==> src/hdl/ueb_map.vh <==
`ifndef UEB_MAP_VH
`define UEB_MAP_VH
// endpoint bank geometry
`define UEB_BANK_DEPTH 64
`define UEB_PTR_W 6
`define UEB_CNT_W 7
// usb-side answers
`define UEB_HS_NONE 2'h0
`define UEB_HS_ACK 2'h1
`define UEB_HS_NAK 2'h2
`define UEB_HS_STALL 2'h3
// usb-side states
`define UEB_ST_IDLE 2'h0
`define UEB_ST_RX 2'h1
`define UEB_ST_TX 2'h2
`define UEB_ST_WAIT 2'h3
`endif

==> src/hdl/ueb_bank_ram.v <==
`timescale 1ns/100ps
`include "ueb_map.vh"
// two banks of byte storage, one write port and one registered read port
module ueb_bank_ram (
	clk,
	wr_en,
	wr_addr,
	wr_data,
	rd_addr,
	rd_data
);
	input wire clk;
	input wire wr_en;
	input wire [`UEB_PTR_W:0] wr_addr;
	input wire [7:0] wr_data;
	input wire [`UEB_PTR_W:0] rd_addr;
	output reg [7:0] rd_data;
	reg [7:0] mem [0:2*`UEB_BANK_DEPTH-1];
	always @(posedge clk) begin
		if (wr_en) begin
			mem[wr_addr] <= wr_data;
		end
		rd_data <= mem[rd_addr];
	end
endmodule

==> src/hdl/ueb_endpoint.v <==
`timescale 1ns/100ps
`include "ueb_map.vh"
// Behaviour
// - ping-pong: two banks, processor and usb each own one; single bank: both use bank 0
// - tx_complete set on ack, holds interrupt
// - no ready bank: answer in with nak
// - single bank out: nak while busy, else ack
// - bank 0 stored sets flag, holds interrupt
// - byte count of current bank reported
// - single bank accepts after flag cleared
// - ping-pong: first bank 0, second bank 1
// - bank 0 cleared: third packet into it
// - bank 1 flag; interrupt while either set
// - force stall answers stall, sets stall flag
// - interrupt held while stall flag set
// - endpoint reset clears fifo pointers
// - dual bank cancel ready toggling, then reset
module ueb_endpoint (
	input wire clk,
	input wire rst_n,
	input wire ping_pong_en,
	input wire ep_reset,
	input wire force_stall_req,
	input wire tx_ready_set,
	input wire tx_ready_clr,
	input wire tx_complete_clr,
	input wire rx_bank0_clr,
	input wire rx_bank1_clr,
	input wire stall_sent_clr,
	input wire fifo_wr,
	input wire [7:0] fifo_wdata,
	input wire fifo_rd,
	output reg [7:0] fifo_rdata,
	output wire tx_packet_ready,
	output reg tx_complete,
	output reg rx_bank0_full,
	output reg rx_bank1_full,
	output reg stall_sent_flag,
	output reg [`UEB_CNT_W-1:0] rx_byte_count,
	output wire ep_irq,
	input wire usb_in_req,
	input wire usb_out_start,
	input wire usb_out_valid,
	input wire [7:0] usb_out_data,
	input wire usb_out_end,
	input wire usb_host_ack,
	input wire usb_tx_pull,
	output reg [7:0] usb_tx_data,
	output reg usb_tx_valid,
	output reg usb_tx_last,
	output reg [1:0] usb_hs,
	output reg usb_hs_valid
);
	reg [1:0] state_r;
	reg usb_bank_r;
	reg cpu_bank_r;
	reg [1:0] txrdy_r;
	reg [`UEB_CNT_W-1:0] bank_len_r [0:1];
	reg [`UEB_CNT_W-1:0] cpu_ptr_r;
	reg [`UEB_CNT_W-1:0] usb_ptr_r;
	reg rd_pend_r;
	wire [7:0] ram_q;
	wire [`UEB_PTR_W:0] ram_wa;
	wire [`UEB_PTR_W:0] ram_ra;
	wire ram_we;
	wire out_bank;
	wire out_free;
	wire rx_in_cur;
	localparam [`UEB_CNT_W-1:0] cnt_one = {{(`UEB_CNT_W-1){1'b0}}, 1'b1};

	function bank_full;
		input b;
		input f0;
		input f1;
		begin
			bank_full = b ? f1 : f0;
		end
	endfunction

	assign tx_packet_ready = txrdy_r[cpu_bank_r] | txrdy_r[~cpu_bank_r];
	assign ep_irq = tx_complete | rx_bank0_full | rx_bank1_full | stall_sent_flag;
	// single bank always uses bank 0 and waits for the flag to clear
	assign out_bank = ping_pong_en ? usb_bank_r : 1'b0;
	assign out_free = ~bank_full(out_bank, rx_bank0_full, rx_bank1_full) &
		(ping_pong_en | ~rx_bank0_full);
	assign rx_in_cur = bank_full(cpu_bank_r, rx_bank0_full, rx_bank1_full);
	assign ram_we = (state_r == `UEB_ST_RX) ? (usb_out_valid & (usb_ptr_r < `UEB_BANK_DEPTH)) :
		(fifo_wr & ~txrdy_r[cpu_bank_r] & (cpu_ptr_r < `UEB_BANK_DEPTH));
	assign ram_wa = (state_r == `UEB_ST_RX) ? {out_bank, usb_ptr_r[`UEB_PTR_W-1:0]} :
		{cpu_bank_r, cpu_ptr_r[`UEB_PTR_W-1:0]};
	assign ram_ra = (state_r == `UEB_ST_TX) ? {usb_bank_r, usb_ptr_r[`UEB_PTR_W-1:0]} :
		{cpu_bank_r, cpu_ptr_r[`UEB_PTR_W-1:0]};

	ueb_bank_ram u_ram (
		.clk(clk),
		.wr_en(ram_we),
		.wr_addr(ram_wa),
		.wr_data((state_r == `UEB_ST_RX) ? usb_out_data : fifo_wdata),
		.rd_addr(ram_ra),
		.rd_data(ram_q)
	);

	always @(posedge clk or negedge rst_n) begin
		if (!rst_n) begin
			state_r <= `UEB_ST_IDLE;
			usb_bank_r <= 1'b0;
			cpu_bank_r <= 1'b0;
			txrdy_r <= 2'h0;
			bank_len_r[0] <= {`UEB_CNT_W{1'b0}};
			bank_len_r[1] <= {`UEB_CNT_W{1'b0}};
			cpu_ptr_r <= {`UEB_CNT_W{1'b0}};
			usb_ptr_r <= {`UEB_CNT_W{1'b0}};
			rd_pend_r <= 1'b0;
			fifo_rdata <= 8'h00;
			tx_complete <= 1'b0;
			rx_bank0_full <= 1'b0;
			rx_bank1_full <= 1'b0;
			stall_sent_flag <= 1'b0;
			rx_byte_count <= {`UEB_CNT_W{1'b0}};
			usb_tx_data <= 8'h00;
			usb_tx_valid <= 1'b0;
			usb_tx_last <= 1'b0;
			usb_hs <= `UEB_HS_NONE;
			usb_hs_valid <= 1'b0;
		end else begin
			usb_hs_valid <= 1'b0;
			usb_tx_valid <= 1'b0;
			usb_tx_last <= 1'b0;
			rd_pend_r <= fifo_rd & rx_in_cur;
			if (rd_pend_r) begin
				fifo_rdata <= ram_q;
			end
			// clears first so that a same-cycle hardware set wins
			if (tx_complete_clr) begin
				tx_complete <= 1'b0;
			end
			if (stall_sent_clr) begin
				stall_sent_flag <= 1'b0;
			end
			if (rx_bank0_clr && rx_bank0_full) begin
				rx_bank0_full <= 1'b0;
				if (ping_pong_en) begin
					cpu_bank_r <= ~cpu_bank_r;
				end
				cpu_ptr_r <= {`UEB_CNT_W{1'b0}};
			end
			if (rx_bank1_clr && rx_bank1_full) begin
				rx_bank1_full <= 1'b0;
				cpu_bank_r <= ~cpu_bank_r;
				cpu_ptr_r <= {`UEB_CNT_W{1'b0}};
			end
			if (fifo_wr && state_r != `UEB_ST_RX && !txrdy_r[cpu_bank_r] && cpu_ptr_r < `UEB_BANK_DEPTH) begin
				cpu_ptr_r <= cpu_ptr_r + cnt_one;
			end
			if (fifo_rd && rx_in_cur && cpu_ptr_r < bank_len_r[cpu_bank_r]) begin
				cpu_ptr_r <= cpu_ptr_r + cnt_one;
			end
			rx_byte_count <= rx_in_cur ? bank_len_r[cpu_bank_r] : {`UEB_CNT_W{1'b0}};
			if (tx_ready_set && !txrdy_r[cpu_bank_r]) begin
				txrdy_r[cpu_bank_r] <= 1'b1;
				bank_len_r[cpu_bank_r] <= cpu_ptr_r;
				cpu_ptr_r <= {`UEB_CNT_W{1'b0}};
				if (ping_pong_en) begin
					cpu_bank_r <= ~cpu_bank_r;
				end
			end
			if (tx_ready_clr) begin
				txrdy_r <= 2'h0;
			end
			case (state_r)
				`UEB_ST_IDLE: begin
					if (force_stall_req && (usb_in_req || usb_out_start)) begin
						usb_hs <= `UEB_HS_STALL;
						usb_hs_valid <= 1'b1;
						stall_sent_flag <= 1'b1;
					end else if (usb_in_req) begin
						if (txrdy_r[usb_bank_r]) begin
							state_r <= `UEB_ST_TX;
							usb_ptr_r <= {`UEB_CNT_W{1'b0}};
						end else begin
							usb_hs <= `UEB_HS_NAK;
							usb_hs_valid <= 1'b1;
						end
					end else if (usb_out_start) begin
						if (out_free) begin
							state_r <= `UEB_ST_RX;
							usb_ptr_r <= {`UEB_CNT_W{1'b0}};
						end else begin
							usb_hs <= `UEB_HS_NAK;
							usb_hs_valid <= 1'b1;
						end
					end
				end
				`UEB_ST_RX: begin
					if (ram_we) begin
						usb_ptr_r <= usb_ptr_r + cnt_one;
					end
					if (usb_out_end) begin
						bank_len_r[out_bank] <= usb_ptr_r + {{(`UEB_CNT_W-1){1'b0}}, ram_we};
						if (out_bank) begin
							rx_bank1_full <= 1'b1;
						end else begin
							rx_bank0_full <= 1'b1;
						end
						if (ping_pong_en) begin
							usb_bank_r <= ~usb_bank_r;
						end
						usb_hs <= `UEB_HS_ACK;
						usb_hs_valid <= 1'b1;
						state_r <= `UEB_ST_IDLE;
					end
				end
				`UEB_ST_TX: begin
					if (usb_tx_pull) begin
						if (usb_ptr_r >= bank_len_r[usb_bank_r]) begin
							usb_tx_last <= 1'b1;
							usb_tx_valid <= 1'b1;
							state_r <= `UEB_ST_WAIT;
						end else begin
							usb_tx_data <= ram_q;
							usb_tx_valid <= 1'b1;
							usb_ptr_r <= usb_ptr_r + cnt_one;
						end
					end
				end
				`UEB_ST_WAIT: begin
					if (usb_host_ack) begin
						txrdy_r[usb_bank_r] <= 1'b0;
						tx_complete <= 1'b1;
						if (ping_pong_en) begin
							usb_bank_r <= ~usb_bank_r;
						end
						state_r <= `UEB_ST_IDLE;
					end else if (usb_in_req || usb_out_start) begin
						state_r <= `UEB_ST_IDLE;
					end
				end
				default: begin
					state_r <= `UEB_ST_IDLE;
				end
			endcase
			if (ep_reset) begin
				state_r <= `UEB_ST_IDLE;
				usb_bank_r <= 1'b0;
				cpu_bank_r <= 1'b0;
				cpu_ptr_r <= {`UEB_CNT_W{1'b0}};
				usb_ptr_r <= {`UEB_CNT_W{1'b0}};
				txrdy_r <= 2'h0;
				rx_bank0_full <= 1'b0;
				rx_bank1_full <= 1'b0;
			end
		end
	end
endmodule

==> config.mk <==
export PLATFORM = sky130hd
export DESIGN_NAME = ueb_endpoint
export DESIGN_NICKNAME = d
export VERILOG_FILES = /design/src/hdl/ueb_bank_ram.v /design/src/hdl/ueb_endpoint.v
export VERILOG_INCLUDE_DIRS = /design/src /design/src/hdl
export SDC_FILE = /design/constraint.sdc
export NUM_CORES = 2
export LEC_CHECK = 0
export CAP_MARGIN = 20
export CORE_MARGIN = 2
export CORE_UTILIZATION = 60
export DETAILED_ROUTE_END_ITERATION = 8
export DONT_BUFFER_PORTS = 1
export HOLD_SLACK_MARGIN = 0.03
export PLACE_DENSITY = 0.8
export SYNTH_ARGS = -nofsm -noshare
export SYNTH_HDL_FRONTEND = slang
export SYNTH_SLANG_ARGS = --single-unit
==> constraint.sdc <==
create_clock -name clk -period 4.17 [get_ports clk]
set_input_delay 0.2085 -clock clk [delete_from_list [all_inputs] [get_ports clk]]
set_output_delay 0.2085 -clock clk [all_outputs]
set_load 0.05 [all_outputs]
==> impl_metrics.env <==
export IMPL_synth_async_sr_flop_share_pct=6.096
export IMPL_synthToLayoutAreaGrowth_pct=12.63
export IMPL_cap_violations=0
export IMPL_power_leakage_nw=17.96
export IMPL_hold_class="input pin to flop"
export IMPL_synth_top_family_by_area="simple AND/OR/NAND/NOR gates"
export IMPL_dpl_cell_count=4236
export IMPL_setup_tns_ns=0
export IMPL_grt_pass1_wl_um=181700
export IMPL_period_minus_slack_ns=4.054
export IMPL_reg2regPathDepth=12
export IMPL_grt_antenna_before_repair=5
export IMPL_cts_setup_buffers=0
export IMPL_whs_ns=0.06114
export IMPL_worstSetupPathType="flop to flop"
export IMPL_postSynthAreaPerCell_sq_um=13.64
export IMPL_cp_max_fo=37
export IMPL_hold_end="state_r[1]"
export IMPL_fill_cells=4595
export IMPL_dieArea_sq_mm=0.07657
export IMPL_yosys_top_cells_area="edfxtp_1, nand2_1, mux2i_1"
export IMPL_seq_area_frac_synth_pct=73.02
export IMPL_synthMuxAreaShare_pct=5.798
export IMPL_initial_core_util_pct=60.25
export IMPL_worst_pin_slew_ns=1.090
export IMPL_reg2reg_setup_slack_ns=0.12
export IMPL_pre_cts_ws_ns=0.2300
export IMPL_ys_seq_elements=1099
export IMPL_yosysWarnings=0
export IMPL_reg2reg_from="state_r[0]"
export IMPL_ff_latch_area_sq_mm=0.03259
export IMPL_cts_buffers=103
export IMPL_place_congestion=0.9193
export IMPL_critPathLaunchType="flop"
export IMPL_status="complete, no violations"
export IMPL_yosys_area_share_simple_pct=10.88
export IMPL_hold_viol_final=0
export IMPL_die_height_um=276.7
export IMPL_avgViaCountPerCell=6.726
export IMPL_yosysTopAreaCell="edfxtp_1"
export IMPL_max_slew_margin_pct=27.36
export IMPL_end_kind="flop"
export IMPL_clk_latency_ns=0.66
export IMPL_htree_levels=3
export IMPL_synthAdderAreaFrac_pct=0.5888
export IMPL_p_per_area_mw_per_mm2=543.7
export IMPL_vias=29930
export IMPL_first_pass_iters=6
export IMPL_hp_start="usb_tx_pull"
export IMPL_hpwlAfterDp_um=72280
export IMPL_drv_slew=0
export IMPL_synth_compound_area_share_pct=7.206
export IMPL_drive_above_1_share_pct=11.75
export IMPL_path_clk_slew_ns=0.06
export IMPL_core_area_sq_mm=0.07407
export IMPL_cts_sinks=1099
export IMPL_grtUsageTotal_pct=31.59
export IMPL_hold_depth=4
export IMPL_worstPathArrival_ns=4.65
export IMPL_drc=0
export IMPL_synth_top_area_share_pct=68.91
export IMPL_fin_ws_ns=0.1159
export IMPL_ant_nets=0
export IMPL_cts_buffer_depth=3
export IMPL_synth_edff_count=1024
export IMPL_r2r_end="u_ram.rd_data[5]"
export IMPL_post_drt_wl_per_cell_um=27.41
export IMPL_finClkSkew_ns=0.02127
export IMPL_grt_ovfl_total=0
export IMPL_grt_pass1_vias=29490
export IMPL_antenna_cells=0
export IMPL_num_rows=100
export IMPL_multi_input_area_sq_mm=0.01113
export IMPL_cts_root_buf="clkbuf_16"
export IMPL_ys_types=61
export IMPL_cts_tree="done"
export IMPL_ioPinCount=69
export IMPL_ir_worst_vdd_mv=0.3634
export IMPL_port_buffers=0
export IMPL_synthXorXnorAreaFrac_pct=0.1374
export IMPL_drtIter0Drc=4669
export IMPL_fin_nets=3454
export IMPL_grt_max_degree=129
export IMPL_synthCells=3272
export IMPL_synth_nets=3328
export IMPL_die_w_um=276.7
export IMPL_synth_top_flop_cell="edfxtp_1"
export IMPL_finalPower_mw=27.33
export IMPL_layout_cells_non_filler=4450
export IMPL_post_route_period_util_pct=97.22
export IMPL_final_setup_viol_count=0
export IMPL_rsz0062_at_grt="no"
export IMPL_syn_area_sq_mm=0.04463
export IMPL_max_freq_mhz=246.7
export IMPL_finalWirelength_um=122000
export IMPL_cp_required_ns=4.76
## metal layers
| layer | part of all wire, % | routed length [um] | track usage, % | up-vias |
|---|---|---|---|---|
| li1 | - | - | - | 12440 |
| met1 | 35 | 42350 | 41.71 | 14490 |
| met2 | 46 | 55680 | 49.05 | 2496 |
| met3 | 14 | 17190 | 8.496 | 497 |
| met4 | 5.5 | 6701 | 15.59 | 8 |
| met5 | 0.039 | 48 | 0 | - |
## layout make-up
| type | instances | share of cell area [%] |
|---|---|---|
| Multi-Input combinational cell | 1955 | 22.15 |
| Sequential cell | 1099 | 64.83 |
| Timing Repair Buffer | 219 | 4.033 |
| Inverter | 20 | 0.1494 |
| Clock inverter | 65 | 1.043 |
| Clock buffer | 123 | 5.382 |
| Tap cell | 969 | 2.412 |
## sequential cells by signal (all words and copies together) (netlist names), 7 cells and up
name	count
bank_len_r	14
usb_ptr_r	7
rx_byte_count	7
fifo_rdata	8
usb_tx_data	8
cpu_ptr_r	7
u_ram.rd_data	8
u_ram.mem	1024
## stage by stage
stage | cell area (sq um) | utilization, %
3_3_place_gp | 46750 | 63.12
6_report | 50260 | 67.85
4_1_cts | 50260 | 67.85
5_1_grt | 50260 | 67.85
2_1_floorplan | 44630 | -
3_5_place_dp | 46750 | 63.12
## how the worst max path moves through the flow
stage | startpoint | to | slack, ns | depth (start not counted)
after floorplan | usb_bank_r | usb_ptr_r[3] | 1.04 | 12
after global placement | state_r[0] | u_ram.rd_data[0] | 0.41 | 11
after detailed placement | state_r[0] | u_ram.rd_data[5] | 0.23 | 12
after CTS | state_r[0] | u_ram.rd_data[5] | 0.20 | 12
after global routing | state_r[0] | u_ram.rd_data[0] | 0.06 | 11
final | state_r[0] | u_ram.rd_data[5] | 0.12 | 12
## critical path, cell delays in order (launching register included)
cell,delay (ns)
dfrtp_1,0.42
inv_1,0.11
ha_2,0.39
buf_4,0.40
nor3b_1,0.15
a21oi_4,0.19
buf_4,0.52
o22ai_1,0.24
o211ai_1,0.24
o311ai_0,0.24
a2111oi_1,0.78
nor4_1,0.14
o21ai_1,0.15
## what timing repair did
action	4_1_cts	5_1_grt
endpoints found under the hold margin	93	0
endpoints found under the setup margin	0	1
hold buffers	26	0
gates resized for setup	0	1
## Yosys cell counts, drive strengths merged, types with 14 or more instances
master / number
o21ai: 54
a311oi: 22
inv: 20
and3: 14
dfrtp: 67
clkbuf: 82
o22ai: 71
mux4: 19
nor2: 176
buf: 116
mux2i: 173
nand2: 703
mux2: 38
nand3: 134
a21oi: 282
ha: 21
edfxtp: 1024
nor4: 64
a31oi: 25
## report_power, final
group / leakage [nW] / internal, mW / switching, mW
sequential: 10.2 / 13.0 / 0.574
combinational: 6.21 / 1.42 / 3.30
clock: 1.59 / 5.06 / 3.98
## cell families after synthesis
group,count (synthesis)
buffers and inverters,218
muxes,230
AOI/OAI and AO/OA,542
xor gates and xnor gates,7
DFF,1099
and+or+nand+nor,1155
adders and majority gates,21
## placed cells by master (no fill, tap or decap), types with 5 or more instances in the layout
cell type / instances
and2_1: 7
and3_1: 14
a21o_1: 5
mux2_2: 28
nor2_1: 176
a31oi_1: 25
buf_4: 169
mux4_2: 19
o21ai_0: 50
mux2_4: 9
buf_12: 24
o221ai_1: 7
mux2i_1: 168
inv_1: 20
nand2_1: 702
a311oi_1: 22
o22ai_1: 71
o32ai_1: 7
clkinv_1: 26
dlygate4sd3_1: 25
ha_1: 20
a211oi_1: 11
mux2i_4: 5
nand2b_1: 9
or3_1: 8
dfrtp_1: 67
a21oi_1: 280
a2111oi_0: 10
clkbuf_16: 105
bufinv_16: 7
edfxtp_1: 1024
nand3_1: 134
nor3_1: 13
o41ai_1: 8
nor2b_1: 12
o211ai_1: 5
clkinv_2: 22
dfxtp_1: 8
clkbuf_1: 17
nor4_1: 64
Note: power is estimated with default switching activity, not from simulation.
